==> src/design/vic_defs.svh <==
// Purpose: constants of the vectored interrupt controller
// Assumes: byte-wide registers on 32-bit classic Wishbone words
// Notes: offsets are byte addresses
`ifndef VIC_DEFS_SVH
`define VIC_DEFS_SVH
// ----------------------------------------------------------------
// register offsets
// ----------------------------------------------------------------
`define VIC_OFS_CORE 6'h00
`define VIC_OFS_EDGE 6'h04
`define VIC_OFS_CTLA 6'h08
`define VIC_OFS_CTLB 6'h0C
`define VIC_OFS_TMR 6'h10
`define VIC_OFS_MISC 6'h14
`define VIC_OFS_STACK 6'h18
// ----------------------------------------------------------------
// field masks and reset values
// ----------------------------------------------------------------
`define VIC_MASK_CORE 8'h37
`define VIC_MASK_EDGE 8'h0F
`define VIC_MASK_CTLA 8'hFF
`define VIC_MASK_CTLB 8'h22
`define VIC_MASK_TMR 8'hFF
`define VIC_MASK_MISC 8'h33
`define VIC_RST_REG 8'h00
// ----------------------------------------------------------------
// edge select codes
// ----------------------------------------------------------------
`define VIC_EDGE_OFF 2'b00
`define VIC_EDGE_RISE 2'b01
`define VIC_EDGE_FALL 2'b10
`define VIC_EDGE_BOTH 2'b11
`endif

==> src/design/vic_pkg.sv <==
// Purpose: types of the vectored interrupt controller
// Assumes: nothing beyond the defs header
// Notes: source index order is also the default priority
package vic_pkg;
    parameter int NSRC = 7;
    typedef logic [NSRC-1:0] src_vec_t;
    typedef struct packed {
        logic [5:0] adr;
        logic [31:0] dat;
        logic [3:0] sel;
        logic we;
        logic cyc;
        logic stb;
    } wb_req_s;
    typedef struct packed {
        logic [31:0] dat;
        logic ack;
    } wb_rsp_s;
    typedef struct packed {
        logic tb0;
        logic tb1;
        logic serial;
        logic ptm_a;
        logic ptm_p;
        logic ctm_a;
        logic ctm_p;
        logic eeprom;
        logic lowv;
    } src_evt_s;
    typedef enum logic [1:0] {
        ST_IDLE = 2'b00,
        ST_TAKE = 2'b01,
        ST_WAIT = 2'b10
    } vic_state_e;
endpackage

==> src/design/vectored_interrupt_controller.sv <==
// Purpose: vectored interrupt controller with wishbone registers
// Assumes: core samples take_o/vector_o and answers return pulses
// Notes: one design file; registers one byte per word
//
// Added by the designer: the address map and the Wishbone slave port.
`timescale 1ns/100ps
`include "vic_defs.svh"
module vectored_interrupt_controller #(
    parameter int PCW = 12,
    parameter int DEPTH = 8,
    parameter int SPW = 4,
    // index: 0 pin a,1 pin b,2 tb0,3 serial,4 grp0,5 grp1,6 tb1
    parameter logic [20:0] PRIO = 21'o6543210,
    parameter logic [7*PCW-1:0] VECTORS = {12'h01C, 12'h018, 12'h014,
        12'h010, 12'h00C, 12'h008, 12'h004}
) (
    input wire logic clk_i,
    input wire logic rst_i,
    input wire vic_pkg::wb_req_s wb_i,
    output vic_pkg::wb_rsp_s wb_o,
    input wire vic_pkg::src_evt_s evt_i,
    input wire logic ext_pin_a_i,
    input wire logic ext_pin_b_i,
    input wire logic pull_high_a_i,
    input wire logic pull_high_b_i,
    input wire logic [PCW-1:0] next_pc_i,
    input wire logic return_from_interrupt_i,
    output logic take_o,
    output logic [PCW-1:0] vector_o,
    output logic [PCW-1:0] return_pc_o,
    output logic resume_o,
    output logic wake_o,
    output logic pull_a_o,
    output logic pull_b_o,
    output logic stack_full_o
);
    import vic_pkg::*;

    // ----------------------------------------------------------------
    // functions
    // ----------------------------------------------------------------
    function automatic logic edge_hit(input logic [1:0] mode,
                                      input logic now, input logic was);
        logic r;
        r = 1'b0;
        case (mode)
            `VIC_EDGE_RISE: r = now & ~was;
            `VIC_EDGE_FALL: r = ~now & was;
            `VIC_EDGE_BOTH: r = now ^ was;
            default: r = 1'b0;
        endcase
        return r;
    endfunction

    function automatic logic [7:0] upd(input logic [7:0] cur,
                                       input logic [7:0] wr,
                                       input logic hit,
                                       input logic [7:0] mask);
        return hit ? (wr & mask) : cur;
    endfunction

    // ----------------------------------------------------------------
    // registers
    // ----------------------------------------------------------------
    logic [7:0] core_q, edge_q, ctla_q, ctlb_q, tmr_q, misc_q;
    logic [1:0] pa_q, pb_q;
    logic pa_old_q, pb_old_q;
    logic [PCW-1:0] stack_q [DEPTH];
    logic [SPW-1:0] sp_q;
    vic_state_e st_q;
    logic ack_q;
    logic [31:0] rdat_q;
    logic take_q, resume_q, wake_q, pulla_q, pullb_q;
    logic [PCW-1:0] vec_q, rpc_q;
    logic full_q;

    // ----------------------------------------------------------------
    // bus decode
    // ----------------------------------------------------------------
    wire bus_req = wb_i.cyc & wb_i.stb & ~ack_q;
    // write lands on the acknowledged edge, request still held
    wire wr_en = wb_i.cyc & wb_i.stb & ack_q & wb_i.we & wb_i.sel[0];
    wire [7:0] wd = wb_i.dat[7:0];
    wire hit_core = wr_en & (wb_i.adr == `VIC_OFS_CORE);
    wire hit_edge = wr_en & (wb_i.adr == `VIC_OFS_EDGE);
    wire hit_ctla = wr_en & (wb_i.adr == `VIC_OFS_CTLA);
    wire hit_ctlb = wr_en & (wb_i.adr == `VIC_OFS_CTLB);
    wire hit_tmr = wr_en & (wb_i.adr == `VIC_OFS_TMR);
    wire hit_misc = wr_en & (wb_i.adr == `VIC_OFS_MISC);
    wire [7:0] sp_byte = 8'(sp_q);
    wire [7:0] rd_mux =
        (wb_i.adr == `VIC_OFS_CORE) ? core_q :
        (wb_i.adr == `VIC_OFS_EDGE) ? edge_q :
        (wb_i.adr == `VIC_OFS_CTLA) ? ctla_q :
        (wb_i.adr == `VIC_OFS_CTLB) ? ctlb_q :
        (wb_i.adr == `VIC_OFS_TMR) ? tmr_q :
        (wb_i.adr == `VIC_OFS_MISC) ? misc_q :
        (wb_i.adr == `VIC_OFS_STACK) ? sp_byte : 8'h00;

    // ----------------------------------------------------------------
    // pin edges
    // ----------------------------------------------------------------
    wire pa_s = pa_q[1];
    wire pb_s = pb_q[1];
    wire pa_evt = edge_hit(edge_q[1:0], pa_s, pa_old_q);
    wire pb_evt = edge_hit(edge_q[3:2], pb_s, pb_old_q);

    // ----------------------------------------------------------------
    // arbitration
    // ----------------------------------------------------------------
    // core reg: 0 global, 1 pin a en, 2 pin b en, 4 pin a, 5 pin b req
    wire [7:0] tmr_set = {evt_i.ptm_a, evt_i.ptm_p, evt_i.ctm_a,
                          evt_i.ctm_p, 4'h0};
    wire [7:0] misc_set = {2'b00, evt_i.eeprom, evt_i.lowv, 4'h0};
    wire [7:0] tmr_n = upd(tmr_q, wd, hit_tmr, `VIC_MASK_TMR) | tmr_set;
    wire [7:0] misc_n = upd(misc_q, wd, hit_misc, `VIC_MASK_MISC) | misc_set;
    // group flag follows each set event of an enabled contained flag, even one already set
    wire grp0_evt = |(tmr_set[7:4] & tmr_q[3:0]);
    wire grp1_evt = |(misc_set[5:4] & misc_q[1:0]);
    src_vec_t pend;
    assign pend = {ctlb_q[5] & ctlb_q[1], ctla_q[5] & ctla_q[1],
                   ctla_q[4] & ctla_q[0], ctla_q[6] & ctla_q[2],
                   ctla_q[7] & ctla_q[3], core_q[5] & core_q[2],
                   core_q[4] & core_q[1]};
    wire full = (sp_q == SPW'(DEPTH));
    wire can_take = core_q[0] & ~full & (st_q == ST_IDLE);
    logic [2:0] win;
    logic any;
    always_comb begin
        win = 3'd0;
        any = 1'b0;
        for (int k = NSRC - 1; k >= 0; k--) begin
            if (pend[PRIO[3*k +: 3]]) begin
                win = PRIO[3*k +: 3];
                any = 1'b1;
            end
        end
    end
    wire accept = can_take & any;
    wire [7:0] clr_core = (accept && win == 3'd0) ? 8'h11 :
                          (accept && win == 3'd1) ? 8'h21 :
                          accept ? 8'h01 : 8'h00;
    wire [7:0] clr_ctla = !accept ? 8'h00 :
                          (win == 3'd2) ? 8'h80 : (win == 3'd3) ? 8'h40 :
                          (win == 3'd4) ? 8'h10 :
                          (win == 3'd5) ? 8'h20 : 8'h00;
    wire [7:0] clr_ctlb = (accept && win == 3'd6) ? 8'h20 : 8'h00;
    // set wins over clear and over a write of zero
    wire [7:0] set_core = {2'b00, pb_evt, pa_evt, 4'h0};
    wire [7:0] set_ctla = {evt_i.tb0, evt_i.serial, grp1_evt, grp0_evt,
                           4'h0};
    wire [7:0] set_ctlb = {2'b00, evt_i.tb1, 5'h00};
    wire [7:0] core_n = (upd(core_q, wd, hit_core, `VIC_MASK_CORE)
                         & ~clr_core) | set_core;
    wire [7:0] ctla_n = (upd(ctla_q, wd, hit_ctla, `VIC_MASK_CTLA)
                         & ~clr_ctla) | set_ctla;
    wire [7:0] ctlb_n = (upd(ctlb_q, wd, hit_ctlb, `VIC_MASK_CTLB)
                         & ~clr_ctlb) | set_ctlb;
    wire flag_rise = |(set_core & ~core_q) | |(set_ctla & ~ctla_q) |
                     |(set_ctlb & ~ctlb_q) | |(tmr_set & ~tmr_q) |
                     |(misc_set & ~misc_q);
    wire do_pop = return_from_interrupt_i & (sp_q != '0);

    // ----------------------------------------------------------------
    // return path and stack pointer
    // ----------------------------------------------------------------
    // a pop that meets an accept would lose its pointer update, so it is dropped, as is any pop outside idle
    wire idle = (st_q == ST_IDLE);
    wire pop_ok = do_pop & ~accept & idle;
    // pointer next value is shared by the pointer register and the full flag
    wire [SPW-1:0] sp_inc = sp_q + SPW'(1);
    wire [SPW-1:0] sp_dec = sp_q - SPW'(1);
    wire [SPW-1:0] sp_d = accept ? sp_inc : pop_ok ? sp_dec : sp_q;
    wire [PCW-1:0] win_vec = VECTORS[PCW*win +: PCW];
    wire [PCW-1:0] top_pc = stack_q[sp_dec[SPW-2:0]];

    // ----------------------------------------------------------------
    // register file
    // ----------------------------------------------------------------
    always_ff @(posedge clk_i) begin
        if (rst_i) begin
            core_q <= `VIC_RST_REG;
            edge_q <= `VIC_RST_REG;
        end else begin
            core_q <= core_n;
            edge_q <= upd(edge_q, wd, hit_edge, `VIC_MASK_EDGE);
        end
    end

    always_ff @(posedge clk_i) begin
        if (rst_i) begin
            ctla_q <= `VIC_RST_REG;
            ctlb_q <= `VIC_RST_REG;
        end else begin
            ctla_q <= ctla_n;
            ctlb_q <= ctlb_n;
        end
    end

    // source flags are never cleared by service, only by software
    always_ff @(posedge clk_i) begin
        if (rst_i) begin
            tmr_q <= `VIC_RST_REG;
            misc_q <= `VIC_RST_REG;
        end else begin
            tmr_q <= tmr_n;
            misc_q <= misc_n;
        end
    end

    // ----------------------------------------------------------------
    // pin synchronisers
    // ----------------------------------------------------------------
    always_ff @(posedge clk_i) begin
        if (rst_i) begin
            pa_q <= 2'b00;
            pb_q <= 2'b00;
        end else begin
            pa_q <= {pa_q[0], ext_pin_a_i};
            pb_q <= {pb_q[0], ext_pin_b_i};
        end
    end

    // edge select resets off, so the reset fill of the history is harmless
    always_ff @(posedge clk_i) begin
        if (rst_i) begin
            pa_old_q <= 1'b0;
            pb_old_q <= 1'b0;
        end else begin
            pa_old_q <= pa_s;
            pb_old_q <= pb_s;
        end
    end

    // ----------------------------------------------------------------
    // accept sequencer
    // ----------------------------------------------------------------
    // one accept per return handshake window keeps a single push
    always_ff @(posedge clk_i) begin
        if (rst_i) begin
            st_q <= ST_IDLE;
        end else begin
            case (st_q)
                ST_IDLE: begin
                    if (accept) begin
                        st_q <= ST_TAKE;
                    end
                end
                ST_TAKE: st_q <= ST_WAIT;
                ST_WAIT: st_q <= ST_IDLE;
                default: st_q <= ST_IDLE;
            endcase
        end
    end

    always_ff @(posedge clk_i) begin
        if (rst_i) begin
            sp_q <= '0;
            full_q <= 1'b0;
        end else begin
            sp_q <= sp_d;
            full_q <= (sp_d == SPW'(DEPTH));
        end
    end

    // no reset: only entries below the pointer are ever read
    always_ff @(posedge clk_i) begin
        if (accept) begin
            stack_q[sp_q[SPW-2:0]] <= next_pc_i;
        end
    end

    // ----------------------------------------------------------------
    // core handshake outputs
    // ----------------------------------------------------------------
    // vector holds after the pulse for a late reader
    always_ff @(posedge clk_i) begin
        if (rst_i) begin
            take_q <= 1'b0;
            vec_q <= '0;
        end else begin
            take_q <= accept;
            if (accept) begin
                vec_q <= win_vec;
            end
        end
    end

    // the saved pc is only meaningful with its resume pulse
    always_ff @(posedge clk_i) begin
        if (rst_i) begin
            resume_q <= 1'b0;
            rpc_q <= '0;
        end else begin
            resume_q <= pop_ok;
            if (pop_ok) begin
                rpc_q <= top_pc;
            end
        end
    end

    // one pulse per cycle in which any hardware flag rises, software writes never wake
    always_ff @(posedge clk_i) begin
        if (rst_i) begin
            wake_q <= 1'b0;
        end else begin
            wake_q <= flag_rise;
        end
    end

    // pull selection bypasses the edge logic, so it stays in force
    always_ff @(posedge clk_i) begin
        if (rst_i) begin
            pulla_q <= 1'b0;
            pullb_q <= 1'b0;
        end else begin
            pulla_q <= pull_high_a_i;
            pullb_q <= pull_high_b_i;
        end
    end

    // ----------------------------------------------------------------
    // bus response
    // ----------------------------------------------------------------
    // ack lasts one cycle, so a request held over it is taken once
    always_ff @(posedge clk_i) begin
        if (rst_i) begin
            ack_q <= 1'b0;
            rdat_q <= 32'h0000_0000;
        end else begin
            ack_q <= bus_req;
            rdat_q <= {24'h00_0000, rd_mux};
        end
    end

    // ----------------------------------------------------------------
    // outputs
    // ----------------------------------------------------------------
    assign take_o = take_q;
    assign vector_o = vec_q;
    assign return_pc_o = rpc_q;
    assign resume_o = resume_q;
    assign wake_o = wake_q;
    assign pull_a_o = pulla_q;
    assign pull_b_o = pullb_q;
    assign stack_full_o = full_q;
    assign wb_o.ack = ack_q;
    assign wb_o.dat = rdat_q;
endmodule // vectored_interrupt_controller

==> config.mk <==
export PLATFORM = sky130hd
export DESIGN_NAME = vectored_interrupt_controller
export DESIGN_NICKNAME = d
export VERILOG_FILES = /design/src/design/vic_pkg.sv /design/src/design/vectored_interrupt_controller.sv
export VERILOG_INCLUDE_DIRS = /design/src /design/src/design
export SDC_FILE = /design/constraint.sdc
export NUM_CORES = 1
export LEC_CHECK = 0
export BUFFER_PORTS_ARGS = -buffer_cell sky130_fd_sc_hd__buf_2
export CAP_MARGIN = 10
export CORE_MARGIN = 5
export CORE_UTILIZATION = 45
export DETAILED_ROUTE_END_ITERATION = 10
export GPL_ROUTABILITY_DRIVEN = 0
export PLACE_DENSITY_LB_ADDON = 0.15
export SKIP_CTS_REPAIR_TIMING = 1
export SLEW_MARGIN = 40
export SYNTH_ARGS = -nofsm -noshare
export SYNTH_HDL_FRONTEND = slang
export SYNTH_SLANG_ARGS = --single-unit
export TNS_END_PERCENT = 10
==> constraint.sdc <==
create_clock -name clk_i -period 5.8 [get_ports clk_i]
set_input_delay 0.29 -clock clk_i [delete_from_list [all_inputs] [get_ports clk_i]]
set_output_delay 0.29 -clock clk_i [all_outputs]
set_load 0.02 [all_outputs]
* After elaboration in Yosys (flattened, before gate mapping) *
Memories as Yosys holds them, arrays and structs flattened. A register that Yosys moved wholly into a read port is not among the register bits.
Cells that the tools add are included.

storage, ports and cells
  input port bits = 73
  memories kept = 1
  word-level logic and storage cells = 170
  flip-flop bits (word level) = 107
  bits in writable memories = 96
  output and inout bits = 63

operators by class
  bitwise logic cells = 64
  add/sub/neg operators = 2
  reduce and logical (&&, ||, !) cells = 14
  equal/unequal tests = 22
  multipliers = 1
  shift-type cells = 1
  muxes and demuxes = 43

memory list
  name     depth  bits a word  rd ports  clocked after Yosys merged registers in  write ports  line                                 text
  stack_q  8      12           1         1                                        1            vectored_interrupt_controller.sv:68  logic [PCW-1:0] stack_q [DEPTH];

operators with widths
  operator                                                    count
  two-way mux 8 bit                                           13
  indexed part select 84 x 8 -> 12 bit, first input constant  1
  NOT 8 bit                                                   6
  AND 8 bit                                                   5
  OR reduction 8 bit                                          5
  two-way mux 6 bit                                           5
  AND 1 bit                                                   28
  AND 6 x 8 -> 8 bit                                          3
  OR 8 x 6 -> 8 bit                                           3
  two-way mux 3 bit                                           7
  equality test 6 x 5 -> 1 bit, second input constant         3
  NOT 6 -> 8 bit                                              2
  OR 8 bit                                                    2
  equality test 6 x 4 -> 1 bit, second input constant         2
  two-way mux 4 bit                                           3
  two-way mux 1 bit                                           10
  equality test 3 bit, second input constant                  3
  equality test 2 bit, second input constant                  4
  equality test 4 bit, second input constant                  2
  two-way mux 7 bit                                           1
  NOT 1 bit                                                   7
  equality test 2 x 1 -> 1 bit, second input constant         3
  equality test 3 x 2 -> 1 bit, second input constant         2
  equality test 6 x 3 -> 1 bit, second input constant         1
  other kinds (19)                                            26

* Depth between registers and ports, before layout *
  depth after elaboration = 17
  depth in mapped cells = 11
  depth with buffers taken out = 9

* Worst setup path before layout *
No wires, ideal clock.

  path type = register to register
  start point = reg sp_q[0]
  end point = mem stack_q[2][0], enable pin
  arrival = 2.931 ns
  required time = 5.387 ns
  clock period less this slack = 3.344 ns
  path buffers = 3
  path slack = 2.456 ns
  library setup time = 0.413 ns
  stages on the path, launching flop included = 10
  cells stage by stage = dfxtp_1 -> clkbuf_8 -> buf_2 -> clkinv_1 -> ha_1 -> nand2_1 -> o211a_1 -> buf_6 -> nand2_1 -> nor4_1

between the ends
  longest elaborated chain between the ends = 7

ends and longest elaborated chain
  element                                  line                                  text
  from (decl)                              vectored_interrupt_controller.sv:69   logic [SPW-1:0] sp_q;
  from (signal assigned)                   vectored_interrupt_controller.sv:261  sp_q <= sp_d;
  equality test 4 bit                      vectored_interrupt_controller.sv:125  wire full = (sp_q == SPW'(DEPTH));
  NOT 1 bit                                vectored_interrupt_controller.sv:126  wire can_take = core_q[0] & ~full & (st_q == ST_IDLE);
  AND 1 bit (2 in series)                  vectored_interrupt_controller.sv:126
  AND 1 bit                                vectored_interrupt_controller.sv:139  wire accept = can_take & any;
  two-way mux 1 bit                        vectored_interrupt_controller.sv:268  if (accept) begin
  two-way mux 1 bit (implied by the code)  vectored_interrupt_controller.sv:269  stack_q[sp_q[SPW-2:0]] <= next_pc_i;
  to (decl)                                vectored_interrupt_controller.sv:68

Several ways; a longest one is shown, not always the timed one.

* Final worst setup path *
  start point = reg sp_q[1]
  end point = mem stack_q[3][3], enable pin

Same word-level chain as after synthesis.

==> summary.md <==
| Metric | Value |
|---|---|
| Via count | `4853` |
| Largest net degree at the start of global routing | `75` |
| Fin crit share | `58.2%` |
| Syn Area/Cell | `12.6 um2` |
| # Max-Cap Violations | `0` |
| Max Slew Vio Count | `0` |
| CTS tree | `yes` |
| Critical path fanouts, max | `12` |
| PD cells | `391 nW/um2` |
| VDD IR max | `between 0.0002 and 0.0003 V` |
| Die area | `19000 um2` |
| Synth-to-layout area growth | `15.4%` |
| Final WL | `16400 um` |
| Leakage | `~3.2 nW` |
| Crit path DAT | `3.50 ns` |
| HPWL after DPL | `11100 um` |
| Slowest-stage cell, CP | `dfxtp_1` |
| Die Y | `138 um` |
| Post-Syn Area | `7350 um2` |
| Min-delay worst type | `in2reg` |
| CP Cell Sequence | `inv_1, ha_1, nand2_1, o211a_1, nand2_1, nor4_4, buf_4` |
| Yosys reg bits | `169` |
| First-pass GRT wire length | `25800 um` |
| Vias in the first global route | `4758` |
| Antenna cell count | `0` |
| CP Launch Type | `register` |
| Setup Skew | `a little under 0.01 ns` |
| CP Class | `reg2reg` |
| Clock sink total | `approximately 170` |
| Least-Margin Pin Slew | `0.810 ns` |
| Worst EP required | `around 5.9 ns` |
| Most frequent cells in the layout | `edfxtp_1 (96), buf_2 (75), dfxtp_1 (72), nor2_1 (40), nand2_1 (37)` |
| Filler instances | `1373` |
| Final #Nets | `737` |
| Outcome | `finished, final reports clean` |
| Core Area | `between 15000 and 20000 um2` |
| Post-synth EDFFs | `96` |
| DR vias/cell | `5.50` |
| Initial Util | `46.1%` |
| Clk buf depth | `2` |
| Num CTS Buffers | `17` |
| Asr flop ratio synth | `0%` |
| I/O pin count | `136` |
| Routed Antenna Nets | `0` |
| Standard-cell row count | `46` |
| H-tree depth | `4` |
| Most frequent cell on the critical path | `nand2_1` |
| Worst skew pair latency | `0.43 ns` |
| Initial antenna violation count | `1` |
| DRC violations left | `0` |
| Mapped Cells | `583` |
| Final setup fails | `0` |
| Avg WL per Cell | `18.6 um` |
| Drt pass-1 iters | `7` |
| Fmax | `0.296 GHz` |
| Layout cells sized above 1 | `24.3%` |
| # port buffers | `75` |
| Congestion Overflow GR | `0` |
| Commonest non-fill, non-tap cell in the layout | `edfxtp_1` |
| Seq/Total Area, Yosys | `59.1%` |
| Fin crit period | `3.38 ns` |
| DP Area | `7860 um2` |
| Max incr delay on CP | `0.68 ns` |
| Crit end category | `register` |
| Fin Setup TNS | `0 ns` |
| Worst relative slew slack | `between 40% and 50%` |
| Chip width | `138 um` |
| Yosys warns | `0` |
| Fin. Hold Viols | `0` |
| Root Driver | `clkbuf_16` |
| GRT Total Usage | `18.0%` |
| Initial drt markers | `462` |
| RSZ-0062 raised after global routing | `false` |
| Library cells used by synthesis | `64` |
| Final Cell Area | `8480 um2` |
| CTS clk-pin slew, worst paths | `0.07 ns` |
| Multi-input gate area | `2700 um2` |
| Top_reg_cell synth | `edfxtp_1` |
| Register area | `4350 um2` |
## metal layers
metal,global-route usage [%],routed length [um],vias to the layer above
li1,-,-,2269
met1,24.5,7330,2384
met2,28.9,7890,179
met5,0,13,-
met4,5.05,200,2
met3,4.57,1000,19
## final timing paths
path	startpoint	end	slack, ns	cells past startpoint
setup / recovery	sp_q[1]	stack_q[3][3]	2.42	7
hold reg to reg	ack_q	ack_q	0.44	1
setup reg to reg	sp_q[1]	stack_q[3][3]	2.42	7
hold / removal	ext_pin_b_i	pb_q[0]	0.08	2
## registers in the layout, indices dropped and copies added, names as in the netlist
signal	cells
ack_q	1
core_q	5
ctla_q	8
ctlb_q	2
edge_q	4
misc_q	4
pa_old_q	1
pa_q	2
pb_old_q	1
pb_q	2
pull_a_o	1
pull_b_o	1
rdat_q	8
resume_o	1
return_pc_o	12
sp_q	4
st_q	2
stack_full_o	1
stack_q	96
take_o	1
tmr_q	8
vector_o	3
wake_o	1
## power by group
part | leakage (nW) | total (mW) | switching [mW] | internal, mW
sequential | 1.46 | 1.38 | 0.0577 | 1.32
clock | 0.295 | 1.11 | 0.530 | 0.583
combinational | 1.43 | 0.825 | 0.477 | 0.349
## final cells by class
cell class / count / share of cell area (%)
Sequential cell: 169 / 51.2
Multi-Input combinational cell: 355 / 31.9
Timing Repair Buffer: 85 / 5.46
Clock buffer: 17 / 5.02
Tap cell: 216 / 3.19
Clock inverter: 15 / 2.10
Inverter: 26 / 1.15
## synthesized netlist by cell type, drive strengths merged (6+ instances only)
| cell type | n | area share, % |
|---|---|---|
| ha | 10 | 1.7 |
| nor2b | 9 | 0.77 |
| clkbuf | 20 | 1.2 |
| dfxtp | 73 | 20 |
| nand2 | 37 | 1.9 |
| mux4 | 24 | 7.4 |
| nor4 | 6 | 0.51 |
| edfxtp | 96 | 39 |
| a22oi | 7 | 0.72 |
| nor2 | 41 | 2.1 |
| inv | 25 | 1.3 |
| a21oi | 37 | 2.6 |
| a211oi | 17 | 1.8 |
| nor3 | 10 | 0.75 |
| buf | 45 | 4.4 |
| and2 | 7 | 0.60 |
| mux2i | 29 | 3.9 |
| nand3 | 20 | 1.4 |
## critical path, delay by kind of cell, from the launching register on
family	cells	cell delay (ns)
AO/OA/AOI/OAI	1	0.38
adder cells (fa/ha/maj)	1	0.35
buffers and inverters	2	0.59
flip-flops	1	0.68
AND/OR/NAND/NOR	3	1.07
## through the flow
| stage | hold WS [ns] | power, mW | instances | utilization (%) | setup slack (ns) |
|---|---|---|---|---|---|
| 2_1_floorplan | 0.389 | 2.02 | 615 | - | 2.46 |
| 3_3_place_gp | 0.419 | 2.21 | 850 | 49.0 | 2.40 |
| 3_5_place_dp | 0.431 | 2.25 | 850 | 49.3 | 2.36 |
| 4_1_cts | 0.0617 | 3.36 | 882 | 53.1 | 2.37 |
| 5_1_grt | 0.0839 | 3.48 | 883 | 53.2 | 2.12 |
| 6_report | 0.0818 | 3.32 | 883 | 53.2 | 2.42 |
## kinds of logic after synthesis
kind of cell / count (synthesis) / synth area share (%)
adders and majority gates: 10 / 1.70
AOI/OAI and AO/OA: 103 / 9.96
muxes: 55 / 11.6
DFF: 169 / 59.1
and+or+nand+nor: 151 / 10.3
xor gates and xnor gates: 3 / 0.358
other: 1 / 0.0510
buffers and inverters: 91 / 6.91
Power figures use the tool's default switching activity.
